**src/hw/sdd_defines.vh**
```
`ifndef SDD_DEFINES_VH
`define SDD_DEFINES_VH

// operation codes handled here
`define SDD_OP_REZERO 8'h01
`define SDD_OP_SEEK6 8'h0B
`define SDD_OP_RESERVE 8'h16
`define SDD_OP_DIAG 8'h1D
`define SDD_OP_SEEK10 8'h2B

// command kinds after decode
`define SDD_KIND_NONE 3'h0
`define SDD_KIND_RESERVE 3'h1
`define SDD_KIND_REZERO 3'h2
`define SDD_KIND_SEEK 3'h3
`define SDD_KIND_DIAG 3'h4

// status byte values
`define SDD_ST_GOOD 8'h00
`define SDD_ST_CHECK 8'h02
`define SDD_ST_CONFLICT 8'h18

// sense key and code values
`define SDD_SK_NONE 4'h0
`define SDD_SK_ILLEGAL 4'h5
`define SDD_ASC_NONE 8'h00
`define SDD_ASC_BAD_OPCODE 8'h20
`define SDD_ASC_BAD_LBA 8'h21
`define SDD_ASC_BAD_FIELD 8'h24

// field positions within byte 1
`define SDD_RSV_THIRD_BIT 4
`define SDD_RSV_TPID_MSB 3
`define SDD_RSV_TPID_LSB 1
`define SDD_RSV_EXTENT_BIT 0
`define SDD_DIAG_SELF_TEST_BIT 2
`define SDD_DIAG_DEV_OFFLINE_BIT 1
`define SDD_DIAG_UNIT_OFFLINE_BIT 0
`define SDD_SEEK6_LBA_MSB 4

// reset values
`define SDD_RST_HOLDER 3'h0
`define SDD_RST_LBA 32'h00000000

`endif

```
**src/hw/sdd_cdb_check.v**
```verilog
`timescale 1ns/1ps
`include "sdd_defines.vh"

// pure field decode of one captured descriptor block
module sdd_cdb_check
(
    input wire [79:0] cdb,
    output reg [2:0] kind,
    output reg opcode_bad,
    output reg field_bad,
    output reg [31:0] lba,
    output wire third_party,
    output wire [2:0] tp_id,
    output wire self_test
);

    wire [7:0] b0 = cdb[7:0];
    wire [7:0] b1 = cdb[15:8];
    wire [7:0] b2 = cdb[23:16];
    wire [7:0] b3 = cdb[31:24];
    wire [7:0] b4 = cdb[39:32];
    wire [7:0] b5 = cdb[47:40];
    wire [7:0] b6 = cdb[55:48];
    wire [7:0] b7 = cdb[63:56];
    wire [7:0] b8 = cdb[71:64];
    wire [15:0] param_len = {b3, b4}; // msb first

    assign third_party = b1[`SDD_RSV_THIRD_BIT];
    assign tp_id = b1[`SDD_RSV_TPID_MSB:`SDD_RSV_TPID_LSB];
    assign self_test = b1[`SDD_DIAG_SELF_TEST_BIT];

    // each opcode checks its own reserved fields; lun bits are not judged here
    always @*
    begin
        kind = `SDD_KIND_NONE;
        opcode_bad = 1'b0;
        field_bad = 1'b0;
        lba = `SDD_RST_LBA;
        case (b0)
            `SDD_OP_RESERVE:
            begin
                kind = `SDD_KIND_RESERVE;
                field_bad = b1[`SDD_RSV_EXTENT_BIT] | (b2 != 8'h00) | ({b3, b4} != 16'h0000);
            end
            `SDD_OP_REZERO:
            begin
                kind = `SDD_KIND_REZERO;
                field_bad = (b1[4:0] != 5'h00) | (b2 != 8'h00) | (b3 != 8'h00) | (b4 != 8'h00);
            end
            `SDD_OP_SEEK6:
            begin
                kind = `SDD_KIND_SEEK;
                lba = {11'h000, b1[`SDD_SEEK6_LBA_MSB:0], b2, b3};
                field_bad = (b4 != 8'h00);
            end
            `SDD_OP_SEEK10:
            begin
                kind = `SDD_KIND_SEEK;
                lba = {b2, b3, b4, b5};
                field_bad = (b1[4:0] != 5'h00) | (b6 != 8'h00) | (b7 != 8'h00) | (b8 != 8'h00);
            end
            `SDD_OP_DIAG:
            begin
                kind = `SDD_KIND_DIAG;
                field_bad = b1[`SDD_DIAG_DEV_OFFLINE_BIT]
                    | (self_test & (param_len != 16'h0000))
                    | (~self_test & b1[`SDD_DIAG_UNIT_OFFLINE_BIT])
                    | (b2 != 8'h00);
            end
            default:
            begin
                opcode_bad = 1'b1;
            end
        endcase
    end

endmodule

```
**src/hw/sdd_resv_holder.v**
```verilog
`timescale 1ns/1ps
`include "sdd_defines.vh"

// single reservation slot, no queue behind it
module sdd_resv_holder
(
    input wire mclk,
    input wire sys_rst,
    input wire grant,
    input wire [2:0] grant_id,
    input wire release_req,
    input wire [2:0] release_id,
    input wire bus_device_reset,
    input wire bus_reset,
    output reg reserved_r,
    output reg [2:0] holder_r
);

    // resets drop everything; a grant beats a release in the same cycle
    always @(posedge mclk)
    begin
        if (sys_rst | bus_reset | bus_device_reset)
        begin
            reserved_r <= 1'b0;
            holder_r <= `SDD_RST_HOLDER;
        end
        else if (grant)
        begin
            reserved_r <= 1'b1; // supersedes own earlier one
            holder_r <= grant_id;
        end
        else if (release_req && reserved_r && release_id == holder_r)
        begin
            reserved_r <= 1'b0;
        end
    end

endmodule

```
**src/hw/sdd_decoder.v**
```verilog
`timescale 1ns/1ps
`include "sdd_defines.vh"

// What this block does
// - reserve while others hold answers conflict
// - nonzero extent fields give 05h/24h
// - third-party reserve records the named device
// - device id ignored when flag clear
// - rezero sends heads to cylinder zero
// - six-byte seek address in bytes 1-3
// - good six-byte seek positions target cylinder
// - ten-byte seek takes 32-bit address
// - defective track defers alternate until access
// - invalid seek address gives 05h/21h
// - diagnostic only self-test, flag starts it
// - self-test never touches the medium
// - parameter length is bytes 3-4, msb first
// - device-offline set gives 05h/24h
// - self-test with nonzero length gives 05h/24h
// - non-holder commands get reservation conflict
// - release, device reset, bus reset drop reservation
module sdd_decoder
(
    input wire mclk,
    input wire sys_rst,
    input wire cdb_valid,
    input wire [79:0] cdb_data,
    input wire [2:0] cdb_initiator,
    input wire [31:0] max_lba,
    input wire lba_defective,
    input wire medium_access,
    input wire release_req,
    input wire [2:0] release_initiator,
    input wire bus_device_reset,
    input wire bus_reset,
    input wire sense_clear,
    output wire cdb_ready,
    output reg status_valid_r,
    output reg [7:0] status_code_r,
    output reg [3:0] sense_key_r,
    output reg [7:0] sense_code_r,
    output reg [31:0] lookup_lba_r,
    output reg seek_req_r,
    output reg [31:0] seek_lba_r,
    output reg seek_cylinder_only_r,
    output reg alt_pending_r,
    output reg rezero_req_r,
    output reg self_test_req_r,
    output reg self_test_no_medium_r,
    output wire unit_reserved,
    output wire [2:0] reserve_holder
);

    localparam ST_IDLE = 2'b00;
    localparam ST_LOOK = 2'b01;
    localparam ST_DECIDE = 2'b10;

    reg [1:0] state_r;
    reg [1:0] state_nxt;
    reg [79:0] cdb_r;
    reg [2:0] init_r;

    wire [2:0] kind;
    wire opcode_bad;
    wire field_bad;
    wire [31:0] lba;
    wire third_party;
    wire [2:0] tp_id;
    wire self_test;

    wire resv_reserved;
    wire [2:0] resv_holder;

    // outcome of the decision cycle
    reg conflict;
    reg fail;
    reg [7:0] fail_code;
    reg grant;
    reg [2:0] grant_id;
    reg lba_bad;

    sdd_cdb_check u_check
    (
        .cdb(cdb_r),
        .kind(kind),
        .opcode_bad(opcode_bad),
        .field_bad(field_bad),
        .lba(lba),
        .third_party(third_party),
        .tp_id(tp_id),
        .self_test(self_test)
    );

    sdd_resv_holder u_resv
    (
        .mclk(mclk),
        .sys_rst(sys_rst),
        .grant(grant),
        .grant_id(grant_id),
        .release_req(release_req),
        .release_id(release_initiator),
        .bus_device_reset(bus_device_reset),
        .bus_reset(bus_reset),
        .reserved_r(resv_reserved),
        .holder_r(resv_holder)
    );

    assign unit_reserved = resv_reserved;
    assign reserve_holder = resv_holder;
    // one command in flight; the sender waits on this
    assign cdb_ready = (state_r == ST_IDLE);

    // next-state: capture, look up the defect map, then decide
    always @*
    begin
        state_nxt = state_r;
        case (state_r)
            ST_IDLE:
            begin
                if (cdb_valid)
                begin
                    state_nxt = ST_LOOK;
                end
            end
            ST_LOOK:
            begin
                state_nxt = ST_DECIDE;
            end
            ST_DECIDE:
            begin
                state_nxt = ST_IDLE;
            end
            default:
            begin
                state_nxt = ST_IDLE;
            end
        endcase
    end

    // decision logic; conflict first so a foreign initiator learns nothing of field errors
    always @*
    begin
        conflict = 1'b0;
        fail = 1'b0;
        fail_code = `SDD_ASC_NONE;
        grant = 1'b0;
        grant_id = init_r;
        lba_bad = (lba > max_lba);
        if (state_r == ST_DECIDE)
        begin
            if (resv_reserved && resv_holder != init_r)
            begin
                conflict = 1'b1;
            end
            else if (opcode_bad)
            begin
                fail = 1'b1;
                fail_code = `SDD_ASC_BAD_OPCODE;
            end
            else if (field_bad)
            begin
                fail = 1'b1;
                fail_code = `SDD_ASC_BAD_FIELD;
            end
            else if (kind == `SDD_KIND_SEEK && lba_bad)
            begin
                fail = 1'b1;
                fail_code = `SDD_ASC_BAD_LBA;
            end
            else if (kind == `SDD_KIND_RESERVE)
            begin
                grant = 1'b1;
                // id field only counts with the flag set
                grant_id = third_party ? tp_id : init_r;
            end
        end
    end

    // state and capture registers
    always @(posedge mclk)
    begin
        if (sys_rst)
        begin
            state_r <= ST_IDLE;
            cdb_r <= 80'h00000000000000000000;
            init_r <= 3'h0;
            lookup_lba_r <= `SDD_RST_LBA;
        end
        else
        begin
            state_r <= state_nxt;
            if (state_r == ST_IDLE && cdb_valid)
            begin
                cdb_r <= cdb_data;
                init_r <= cdb_initiator;
            end
            if (state_r == ST_LOOK)
            begin
                lookup_lba_r <= lba; // defect map answers by the decide cycle
            end
        end
    end

    // status and action pulses, only from the decide cycle
    always @(posedge mclk)
    begin
        if (sys_rst)
        begin
            status_valid_r <= 1'b0;
            status_code_r <= `SDD_ST_GOOD;
            seek_req_r <= 1'b0;
            seek_lba_r <= `SDD_RST_LBA;
            seek_cylinder_only_r <= 1'b0;
            rezero_req_r <= 1'b0;
            self_test_req_r <= 1'b0;
            self_test_no_medium_r <= 1'b0;
        end
        else
        begin
            status_valid_r <= (state_r == ST_DECIDE);
            seek_req_r <= 1'b0;
            rezero_req_r <= 1'b0;
            self_test_req_r <= 1'b0;
            if (state_r == ST_DECIDE)
            begin
                if (conflict)
                begin
                    status_code_r <= `SDD_ST_CONFLICT;
                end
                else if (fail)
                begin
                    status_code_r <= `SDD_ST_CHECK;
                end
                else
                begin
                    status_code_r <= `SDD_ST_GOOD;
                end
                // actions fire only once every check has passed
                if (!conflict && !fail)
                begin
                    case (kind)
                        `SDD_KIND_SEEK:
                        begin
                            seek_req_r <= 1'b1;
                            seek_lba_r <= lba;
                            seek_cylinder_only_r <= lba_defective;
                        end
                        `SDD_KIND_REZERO:
                        begin
                            rezero_req_r <= 1'b1;
                        end
                        `SDD_KIND_DIAG:
                        begin
                            self_test_req_r <= self_test;
                            self_test_no_medium_r <= self_test;
                        end
                        default:
                        begin
                            seek_req_r <= 1'b0;
                        end
                    endcase
                end
            end
        end
    end

    // alternate track move stays owed until a medium command runs; set beats clear
    always @(posedge mclk)
    begin
        if (sys_rst)
        begin
            alt_pending_r <= 1'b0;
        end
        else if (state_r == ST_DECIDE && !conflict && !fail && kind == `SDD_KIND_SEEK && lba_defective)
        begin
            alt_pending_r <= 1'b1;
        end
        else if (medium_access)
        begin
            alt_pending_r <= 1'b0;
        end
    end

    // sense held for request sense; a new check beats a clear in the same cycle
    always @(posedge mclk)
    begin
        if (sys_rst)
        begin
            sense_key_r <= `SDD_SK_NONE;
            sense_code_r <= `SDD_ASC_NONE;
        end
        else if (fail)
        begin
            sense_key_r <= `SDD_SK_ILLEGAL;
            sense_code_r <= fail_code;
        end
        else if (sense_clear)
        begin
            sense_key_r <= `SDD_SK_NONE;
            sense_code_r <= `SDD_ASC_NONE;
        end
    end

endmodule

```
**config.mk**
```make
export PLATFORM = sky130hd
export DESIGN_NAME = sdd_decoder
export DESIGN_NICKNAME = d
export VERILOG_FILES = /design/src/hw/sdd_cdb_check.v /design/src/hw/sdd_resv_holder.v /design/src/hw/sdd_decoder.v
export VERILOG_INCLUDE_DIRS = /design/src /design/src/hw
export SDC_FILE = /design/constraint.sdc
export NUM_CORES = 1
export LEC_CHECK = 0
export BUFFER_PORTS_ARGS = -buffer_cell sky130_fd_sc_hd__buf_2
export CAP_MARGIN = 0
export CORE_ASPECT_RATIO = 1.1
export CORE_UTILIZATION = 50
export CTS_BUF_LIST = sky130_fd_sc_hd__clkbuf_8
export DETAILED_ROUTE_END_ITERATION = 10
export PLACE_DENSITY_LB_ADDON = 0.05
export SLEW_MARGIN = 20
export SYNTH_ARGS = -nofsm -noshare
export SYNTH_HDL_FRONTEND = slang
export SYNTH_SLANG_ARGS = --single-unit
```
**constraint.sdc**
```tcl
create_clock -name mclk -period 5.13 [get_ports mclk]
set_input_delay 1.2825 -clock mclk [delete_from_list [all_inputs] [get_ports mclk]]
set_output_delay 1.2825 -clock mclk [all_outputs]
set_load 0.1 [all_outputs]
```
==> impl_metrics.env, run 1 <==
export IMPL_status="finished clean"
export IMPL_cts_root_buffer="clkbuf_8"
export IMPL_drt_iter0_markers=646
export IMPL_start_util_pct=50.9
export IMPL_internal_power_mw=1.89
export IMPL_dpl_hpwl_um=14300
export IMPL_die_height_um=129
export IMPL_crit_path_cell_trace="nor4_2 -> nand4_2 -> buf_4 -> nor2_1 -> ha_1 -> nand4_1 -> nor4_2 -> a21oi_2 -> and2_2 -> a22o_1 -> buf_4 -> nor4_1 -> a31o_2"
export IMPL_clkSinkCount=155
export IMPL_cts_buffers=17
export IMPL_power_share_sequential_pct=49.4
export IMPL_worst_slew_pin_slew_ns=0.925
export IMPL_fin_cells=1289
export IMPL_ys_async_sr_fraction_pct=0
export IMPL_swShare_pct=26.9
export IMPL_overflow=0
export IMPL_tns_ns=0
export IMPL_cts_hold_buffers_added=0
export IMPL_cts_resized=0
export IMPL_clk_insertion_delay_late_ns=0.46
export IMPL_synth_area_per_cell_um2=7.96
export IMPL_holdWs_ns=0.451
export IMPL_io_pins=223
export IMPL_placedInstanceArea_um2=8330
export IMPL_synth_area_um2=7320
export IMPL_p_sw_mw=0.696
export IMPL_place_gp_congestion=0.818
export IMPL_stdcell_area_um2=8780
export IMPL_critPathKind="register to register"
export IMPL_critPathLaunchType="register"
export IMPL_worstReg2RegEnd="seek_lba_r[0]$_SDFFE_PP0P_"
export IMPL_io_buffers=199
export IMPL_layout_commonest_cell="nand2_1"
export IMPL_routed_wl_um=20400
export IMPL_netlist_instances=920
export IMPL_antenna_found_initial=2
export IMPL_pwr_share_comb_pct=11.3
export IMPL_min_path_type="register to register"
export IMPL_fp_dieW_um=117
export IMPL_p_per_area_nw_per_um2=295
export IMPL_rsz0062_at_grt="false"
export IMPL_grtUsageTotal_pct=27.1
export IMPL_max_stage_delay_ns=0.66
export IMPL_power_share_clock_pct=39.3
export IMPL_fin_crit_ns=4.37
export IMPL_ir_worst_vdd_uv=184
export IMPL_rows=46
export IMPL_synth_seq_cells=155
export IMPL_reg2reg_depth=13
export IMPL_grt_first_pass_wirelength_um=32200
export IMPL_synthFlopType="dfxtp_1"
export IMPL_yosysWarnings=0
export IMPL_layout_common_cells="nand2_1 (217), buf_2 (198), dfxtp_1 (154), a21oi_1 (148), nand4_1 (44)"
export IMPL_via_per_inst=5.41
export IMPL_antenna_left=0
export IMPL_hp_start="lookup_lba_r[28]$_SDFFE_PP0N_"
export IMPL_routedWlPerCell_um=15.8
export IMPL_h_tree_depth=4
export IMPL_min_path_cells=2
export IMPL_cp_max_fo=36
export IMPL_reg2reg_slack_ns=0.76
export IMPL_place_inst=1256
export IMPL_clock_path_buffers=2
export IMPL_layout_nets=1242
export IMPL_finalHoldViolations=0
export IMPL_cts_tree="yes"
export IMPL_slew_headroom_pct=38.3
export IMPL_first_pass_iters=5
export IMPL_final_setup_skew_ns=0.0118
export IMPL_via_count=6973
export IMPL_cts_post_setup_buffers_inserted=0
export IMPL_rr_startpoint="cdb_r[2]$_SDFFE_PP0P_"
export IMPL_synth_seq_area_share_pct=42.4
export IMPL_leakage_nw=3.80
export IMPL_arrival_ns=4.73
export IMPL_grt_pass1_vias=6269
export IMPL_grt_max_degree=81
export IMPL_fin_crit_sh_pct=85.2
export IMPL_slew_violations=0
export IMPL_synth_cell_types=54
export IMPL_core_area_um2=14400
export IMPL_cp_required_ns=5.49
export IMPL_max_cap_viol_count=0
export IMPL_crit_path_end_kind="register"
export IMPL_clkSlewWorstSetupHoldPaths_ns=0.08
export IMPL_cp_slowest_cell="a22o_1"
export IMPL_hold_end="lookup_lba_r[28]$_SDFFE_PP0N_"
export IMPL_nFillCells=1419
export IMPL_post_route_util_pct=61.1
export IMPL_fmax_mhz=229
export IMPL_area_delta_synth_final_pct=20.0
export IMPL_synth_edf_count=0
export IMPL_drive_above_1_share_pct=24.5
export IMPL_setup_viol=0
export IMPL_route_detailed_drc=0
export IMPL_die_area_um2=15100
power by group through the flow:
stage	registers, mW	logic [mW]	clock network, mW
final	1.28	0.293	1.02
after CTS	1.28	0.293	1.04
after floorplan	1.30	0.211	0
after global routing	1.28	0.324	1.09
after global placement	1.31	0.291	0
after detailed placement	1.31	0.293	0
cells in the mapped netlist, drive strengths merged (3+ instances only):
| library cell | instances | share of area (%) |
|---|---|---|
| nand3 | 9 | 0.62 |
| nor3 | 6 | 0.41 |
| xnor2 | 3 | 0.36 |
| nand2b | 4 | 0.34 |
| xor2 | 3 | 0.36 |
| ha | 32 | 5.5 |
| nand2 | 218 | 11 |
| nor2b | 5 | 0.43 |
| clkbuf | 49 | 2.5 |
| inv | 36 | 1.8 |
| nand4 | 45 | 3.9 |
| nor4 | 17 | 2.1 |
| dfxtp | 155 | 42 |
| a21oi | 149 | 10 |
| buf | 31 | 2.7 |
| o21ai | 11 | 0.75 |
| o31ai | 33 | 3.6 |
| and3 | 13 | 1.1 |
| nor2 | 39 | 2.0 |
| mux2i | 25 | 3.4 |
| a22oi | 3 | 0.38 |
| o211ai | 6 | 0.62 |
routing by layer:
metal / wire (um) / global-route usage [%]
met1: 9330 / 36.0
met2: 9270 / 42.8
met3: 1250 / 5.59
met4: 535 / 11.8
met5: 0 / 0
logic make-up (layout without fill, tap and decap cells):
family | Yosys count | in the layout | synth area share (%)
xor+xnor | 6 | 6 | 0.718
mux | 26 | 26 | 3.57
compound gates | 217 | 217 | 17.4
other cells | 1 | 13 | 0.0512
simple gates | 367 | 367 | 23.3
fa+ha+maj | 32 | 32 | 5.47
flops | 155 | 155 | 42.4
buf+inv | 116 | 281 | 7.09
worst max path at each step:
stage,from,to,slack [ns]
6_report,cdb_r[2]$_SDFFE_PP0P_,seek_lba_r[0]$_SDFFE_PP0P_,0.76
5_1_grt,cdb_r[2]$_SDFFE_PP0P_,seek_lba_r[0]$_SDFFE_PP0P_,0.42
4_1_cts,cdb_r[2]$_SDFFE_PP0P_,seek_lba_r[0]$_SDFFE_PP0P_,0.80
3_5_place_dp,cdb_r[2]$_SDFFE_PP0P_,seek_lba_r[0]$_SDFFE_PP0P_,0.81
3_3_place_gp,cdb_r[2]$_SDFFE_PP0P_,seek_lba_r[0]$_SDFFE_PP0P_,0.85
2_1_floorplan,cdb_r[2]$_SDFFE_PP0P_,status_code_r[1]$_SDFFE_PP0P_,1.59
worst max-delay path, delay by kind of cell, from the launching register on:
family                     cells  cell delay, ns
adders and majority gates      1            0.30
DFF                            1            0.33
buffers and inverters          2            0.85
AOI/OAI and AO/OA              3            1.11
and+or+nand+nor                7            1.63
registers in the layout (all words and copies together), names as in the netlist, 2 cells and up:
| name | count |
|---|---|
| cdb_r | 69 |
| u_resv.holder_r | 3 |
| seek_lba_r | 32 |
| sense_code_r | 3 |
| status_code_r | 2 |
| state_r | 2 |
| init_r | 3 |
| lookup_lba_r | 32 |
stage by stage:
step / setup WS, ns / power [mW]
5_1_grt: 0.424 / 2.70
3_5_place_dp: 0.811 / 1.60
3_3_place_gp: 0.849 / 1.60
6_report: 0.760 / 2.59
4_1_cts: 0.804 / 2.61
2_1_floorplan: 1.59 / 1.51
layout make-up:
cell class / count / area, um^2 / area share (%)
clock buffers: 23 / 317 / 3.60
multi-input cells: 660 / 3750 / 42.7
flip-flops and latches: 155 / 3100 / 35.3
inverters: 36 / 135 / 1.54
diodes: 1 / 2.50 / 0.0285
well taps: 192 / 240 / 2.73
repair buffers: 213 / 1100 / 12.6
clock inverters: 9 / 134 / 1.52
(Power assumes the default switching activity.)
==> inputs of run 2 (changes only) <==
--- a/config.mk
+++ b/config.mk
@@ -10,7 +10,7 @@
 export CAP_MARGIN = 0
 export CORE_ASPECT_RATIO = 1.1
 export CORE_UTILIZATION = 50
-export CTS_BUF_LIST = sky130_fd_sc_hd__clkbuf_8
+export CTS_BUF_LIST = sky130_fd_sc_hd__clkbuf_2 sky130_fd_sc_hd__clkbuf_4 sky130_fd_sc_hd__clkbuf_8
 export DETAILED_ROUTE_END_ITERATION = 10
 export PLACE_DENSITY_LB_ADDON = 0.05
 export SLEW_MARGIN = 20
==> run 2 against run 1 <==
  * Global-route usage barely moved
  * Die area stayed put
  * Flip-flop and latch count stayed put
  * Sequential share of layout area barely moved
  * Maximum frequency down 0.41%
  * Hold slack about the same
  * Combinational power barely moved
  * Register-to-register slack worse by 0.02 ns
  * Sequential power about the same
  * Critical endpoint unchanged
  * Largest power group unchanged
==> impl_metrics.env, run 2 (same netlist as run 1, synthesis figures left out) <==
export IMPL_largestRegisters="cdb_r x69, lookup_lba_r x32, seek_lba_r x32"
export IMPL_place_gp_congestion=0.818
export IMPL_fp_dieW_um=117
export IMPL_finalPower_mw=2.60
export IMPL_status="finished clean"
export IMPL_overflow=0
export IMPL_worst_slew_pin_slew_ns=0.926
export IMPL_hold_end="lookup_lba_r[28]$_SDFFE_PP0N_"
export IMPL_fmax_mhz=228
export IMPL_tns_ns=0
export IMPL_seq_area_um2=3100
export IMPL_route_detailed_drc=0
export IMPL_leakage_nw=3.80
export IMPL_cp_slowest_cell="a22o_1"
export IMPL_drt_iter0_markers=679
export IMPL_cts_hold_buffers_added=0
export IMPL_rr_startpoint="cdb_r[2]$_SDFFE_PP0P_"
export IMPL_area_delta_synth_final_pct=20.0
export IMPL_fin_crit_sh_pct=85.5
export IMPL_p_per_area_nw_per_um2=296
export IMPL_cts_post_setup_buffers_inserted=0
export IMPL_power_share_clock_pct=39.5
export IMPL_critPathLaunchType="register"
export IMPL_reg2reg_slack_ns=0.74
export IMPL_stdcell_area_um2=8790
export IMPL_die_area_um2=15100
export IMPL_start_util_pct=50.9
export IMPL_critPathKind="register to register"
export IMPL_clkSinkCount=155
export IMPL_top_register="cdb_r"
export IMPL_power_share_sequential_pct=49.2
export IMPL_grt_max_degree=81
export IMPL_multi_input_area_um2=3750
export IMPL_setup_viol=0
export IMPL_layout_commonest_cell="nand2_1"
export IMPL_core_area_um2=14400
export IMPL_internal_power_mw=1.90
export IMPL_cts_root_buffer="clkbuf_8"
export IMPL_rsz0062_at_grt="false"
export IMPL_max_stage_delay_ns=0.66
export IMPL_antenna_left=0
export IMPL_post_place_ws_ns=0.811
export IMPL_arrival_ns=4.75
export IMPL_p_sw_mw=0.699
export IMPL_h_tree_depth=4
export IMPL_clkSlewWorstSetupHoldPaths_ns=0.08
export IMPL_reg2reg_depth=13
export IMPL_fin_crit_ns=4.39
export IMPL_routedWlPerCell_um=15.8
export IMPL_crit_path_cell_trace="nor4_2 -> nand4_2 -> buf_4 -> nor2_1 -> ha_1 -> nand4_1 -> nor4_2 -> a21oi_2 -> and2_2 -> a22o_1 -> buf_4 -> nor4_1 -> a31o_2"
export IMPL_slew_violations=0
export IMPL_layout_nets=1242
export IMPL_placedInstanceArea_um2=8330
export IMPL_max_cap_viol_count=0
export IMPL_largest_reg_flops=69
export IMPL_dpl_hpwl_um=14300
export IMPL_hp_start="lookup_lba_r[28]$_SDFFE_PP0N_"
export IMPL_io_pins=223
export IMPL_io_buffers=199
export IMPL_drive_above_1_share_pct=24.6
export IMPL_clk_insertion_delay_late_ns=0.46
export IMPL_worst_slack_ns=0.742
export IMPL_min_path_cells=2
export IMPL_cts_resized=0
export IMPL_clock_path_buffers=2
export IMPL_rows=46
export IMPL_final_setup_skew_ns=0.0110
export IMPL_layout_common_cells="nand2_1 (217), buf_2 (198), dfxtp_1 (154), a21oi_1 (148), nand4_1 (44)"
export IMPL_slew_headroom_pct=38.3
export IMPL_via_count=6938
export IMPL_finalHoldViolations=0
export IMPL_worstReg2RegEnd="seek_lba_r[0]$_SDFFE_PP0P_"
export IMPL_grtUsageTotal_pct=27.1
export IMPL_die_height_um=129
export IMPL_min_path_type="register to register"
export IMPL_nFillCells=1419
export IMPL_cts_buffers=17
export IMPL_routed_wl_um=20400
export IMPL_cts_tree="yes"
export IMPL_cp_required_ns=5.49
export IMPL_via_per_inst=5.38
export IMPL_cp_max_fo=36
export IMPL_crit_path_end_kind="register"
export IMPL_swShare_pct=26.9
export IMPL_antenna_found_initial=2
export IMPL_pwr_share_comb_pct=11.3
export IMPL_first_pass_iters=4
export IMPL_grt_first_pass_wirelength_um=32200
export IMPL_ir_worst_vdd_uv=183
export IMPL_grt_pass1_vias=6251
## run 2: critical path: cells and delay by family, from the launching register on
| kind | cells | cell delay (ns) |
|---|---|---|
| simple gates | 7 | 1.64 |
| buf+inv | 2 | 0.85 |
| compound gates | 3 | 1.11 |
| flops | 1 | 0.33 |
| fa+ha+maj | 1 | 0.31 |
## run 2: cell type report
class	count	share of cell area, %
Antenna cell	1	0.0285
Clock buffer	24	3.69
Clock inverter	8	1.48
Inverter	36	1.54
Multi-Input combinational cell	660	42.7
Sequential cell	155	35.3
Tap cell	192	2.73
Timing Repair Buffer	213	12.6
## run 2: worst max-delay path by stage
stage	start	end	slack [ns]	cells past startpoint
after floorplan	cdb_r[2]$_SDFFE_PP0P_	status_code_r[1]$_SDFFE_PP0P_	1.59	14
after global placement	cdb_r[2]$_SDFFE_PP0P_	seek_lba_r[0]$_SDFFE_PP0P_	0.85	13
after detailed placement	cdb_r[2]$_SDFFE_PP0P_	seek_lba_r[0]$_SDFFE_PP0P_	0.81	13
final	cdb_r[2]$_SDFFE_PP0P_	seek_lba_r[0]$_SDFFE_PP0P_	0.74	13
after CTS	cdb_r[2]$_SDFFE_PP0P_	seek_lba_r[0]$_SDFFE_PP0P_	0.80	13
after global routing	cdb_r[2]$_SDFFE_PP0P_	seek_lba_r[0]$_SDFFE_PP0P_	0.42	13
## run 2: metrics by stage
stage / hold slack (ns) / util [%] / cells
CTS: 0.454 / 61.1 / 1288
detailed placement: 0.439 / 57.9 / 1256
global placement: 0.433 / 57.9 / 1256
floorplan: 0.433 / - / 931
global route: 0.472 / 61.1 / 1288
finish: 0.452 / 61.1 / 1289
## run 2: layer usage
layer	wire length, um	vias up	GRT usage [%]	part of all wire, %
li1	-	3505	-	-
met1	9380	3145	36.0	46
met2	9250	253	42.7	45
met3	1280	35	5.59	6.2
met4	523	0	11.6	2.6
met5	0	-	0	0
## run 2: power by group through the flow
stage / logic (mW) / clock network, mW / registers [mW]
floorplan: 0.211 / 0 / 1.30
CTS: 0.293 / 1.05 / 1.28
global route: 0.324 / 1.09 / 1.28
finish: 0.293 / 1.03 / 1.28
global placement: 0.291 / 0 / 1.31
detailed placement: 0.293 / 0 / 1.31
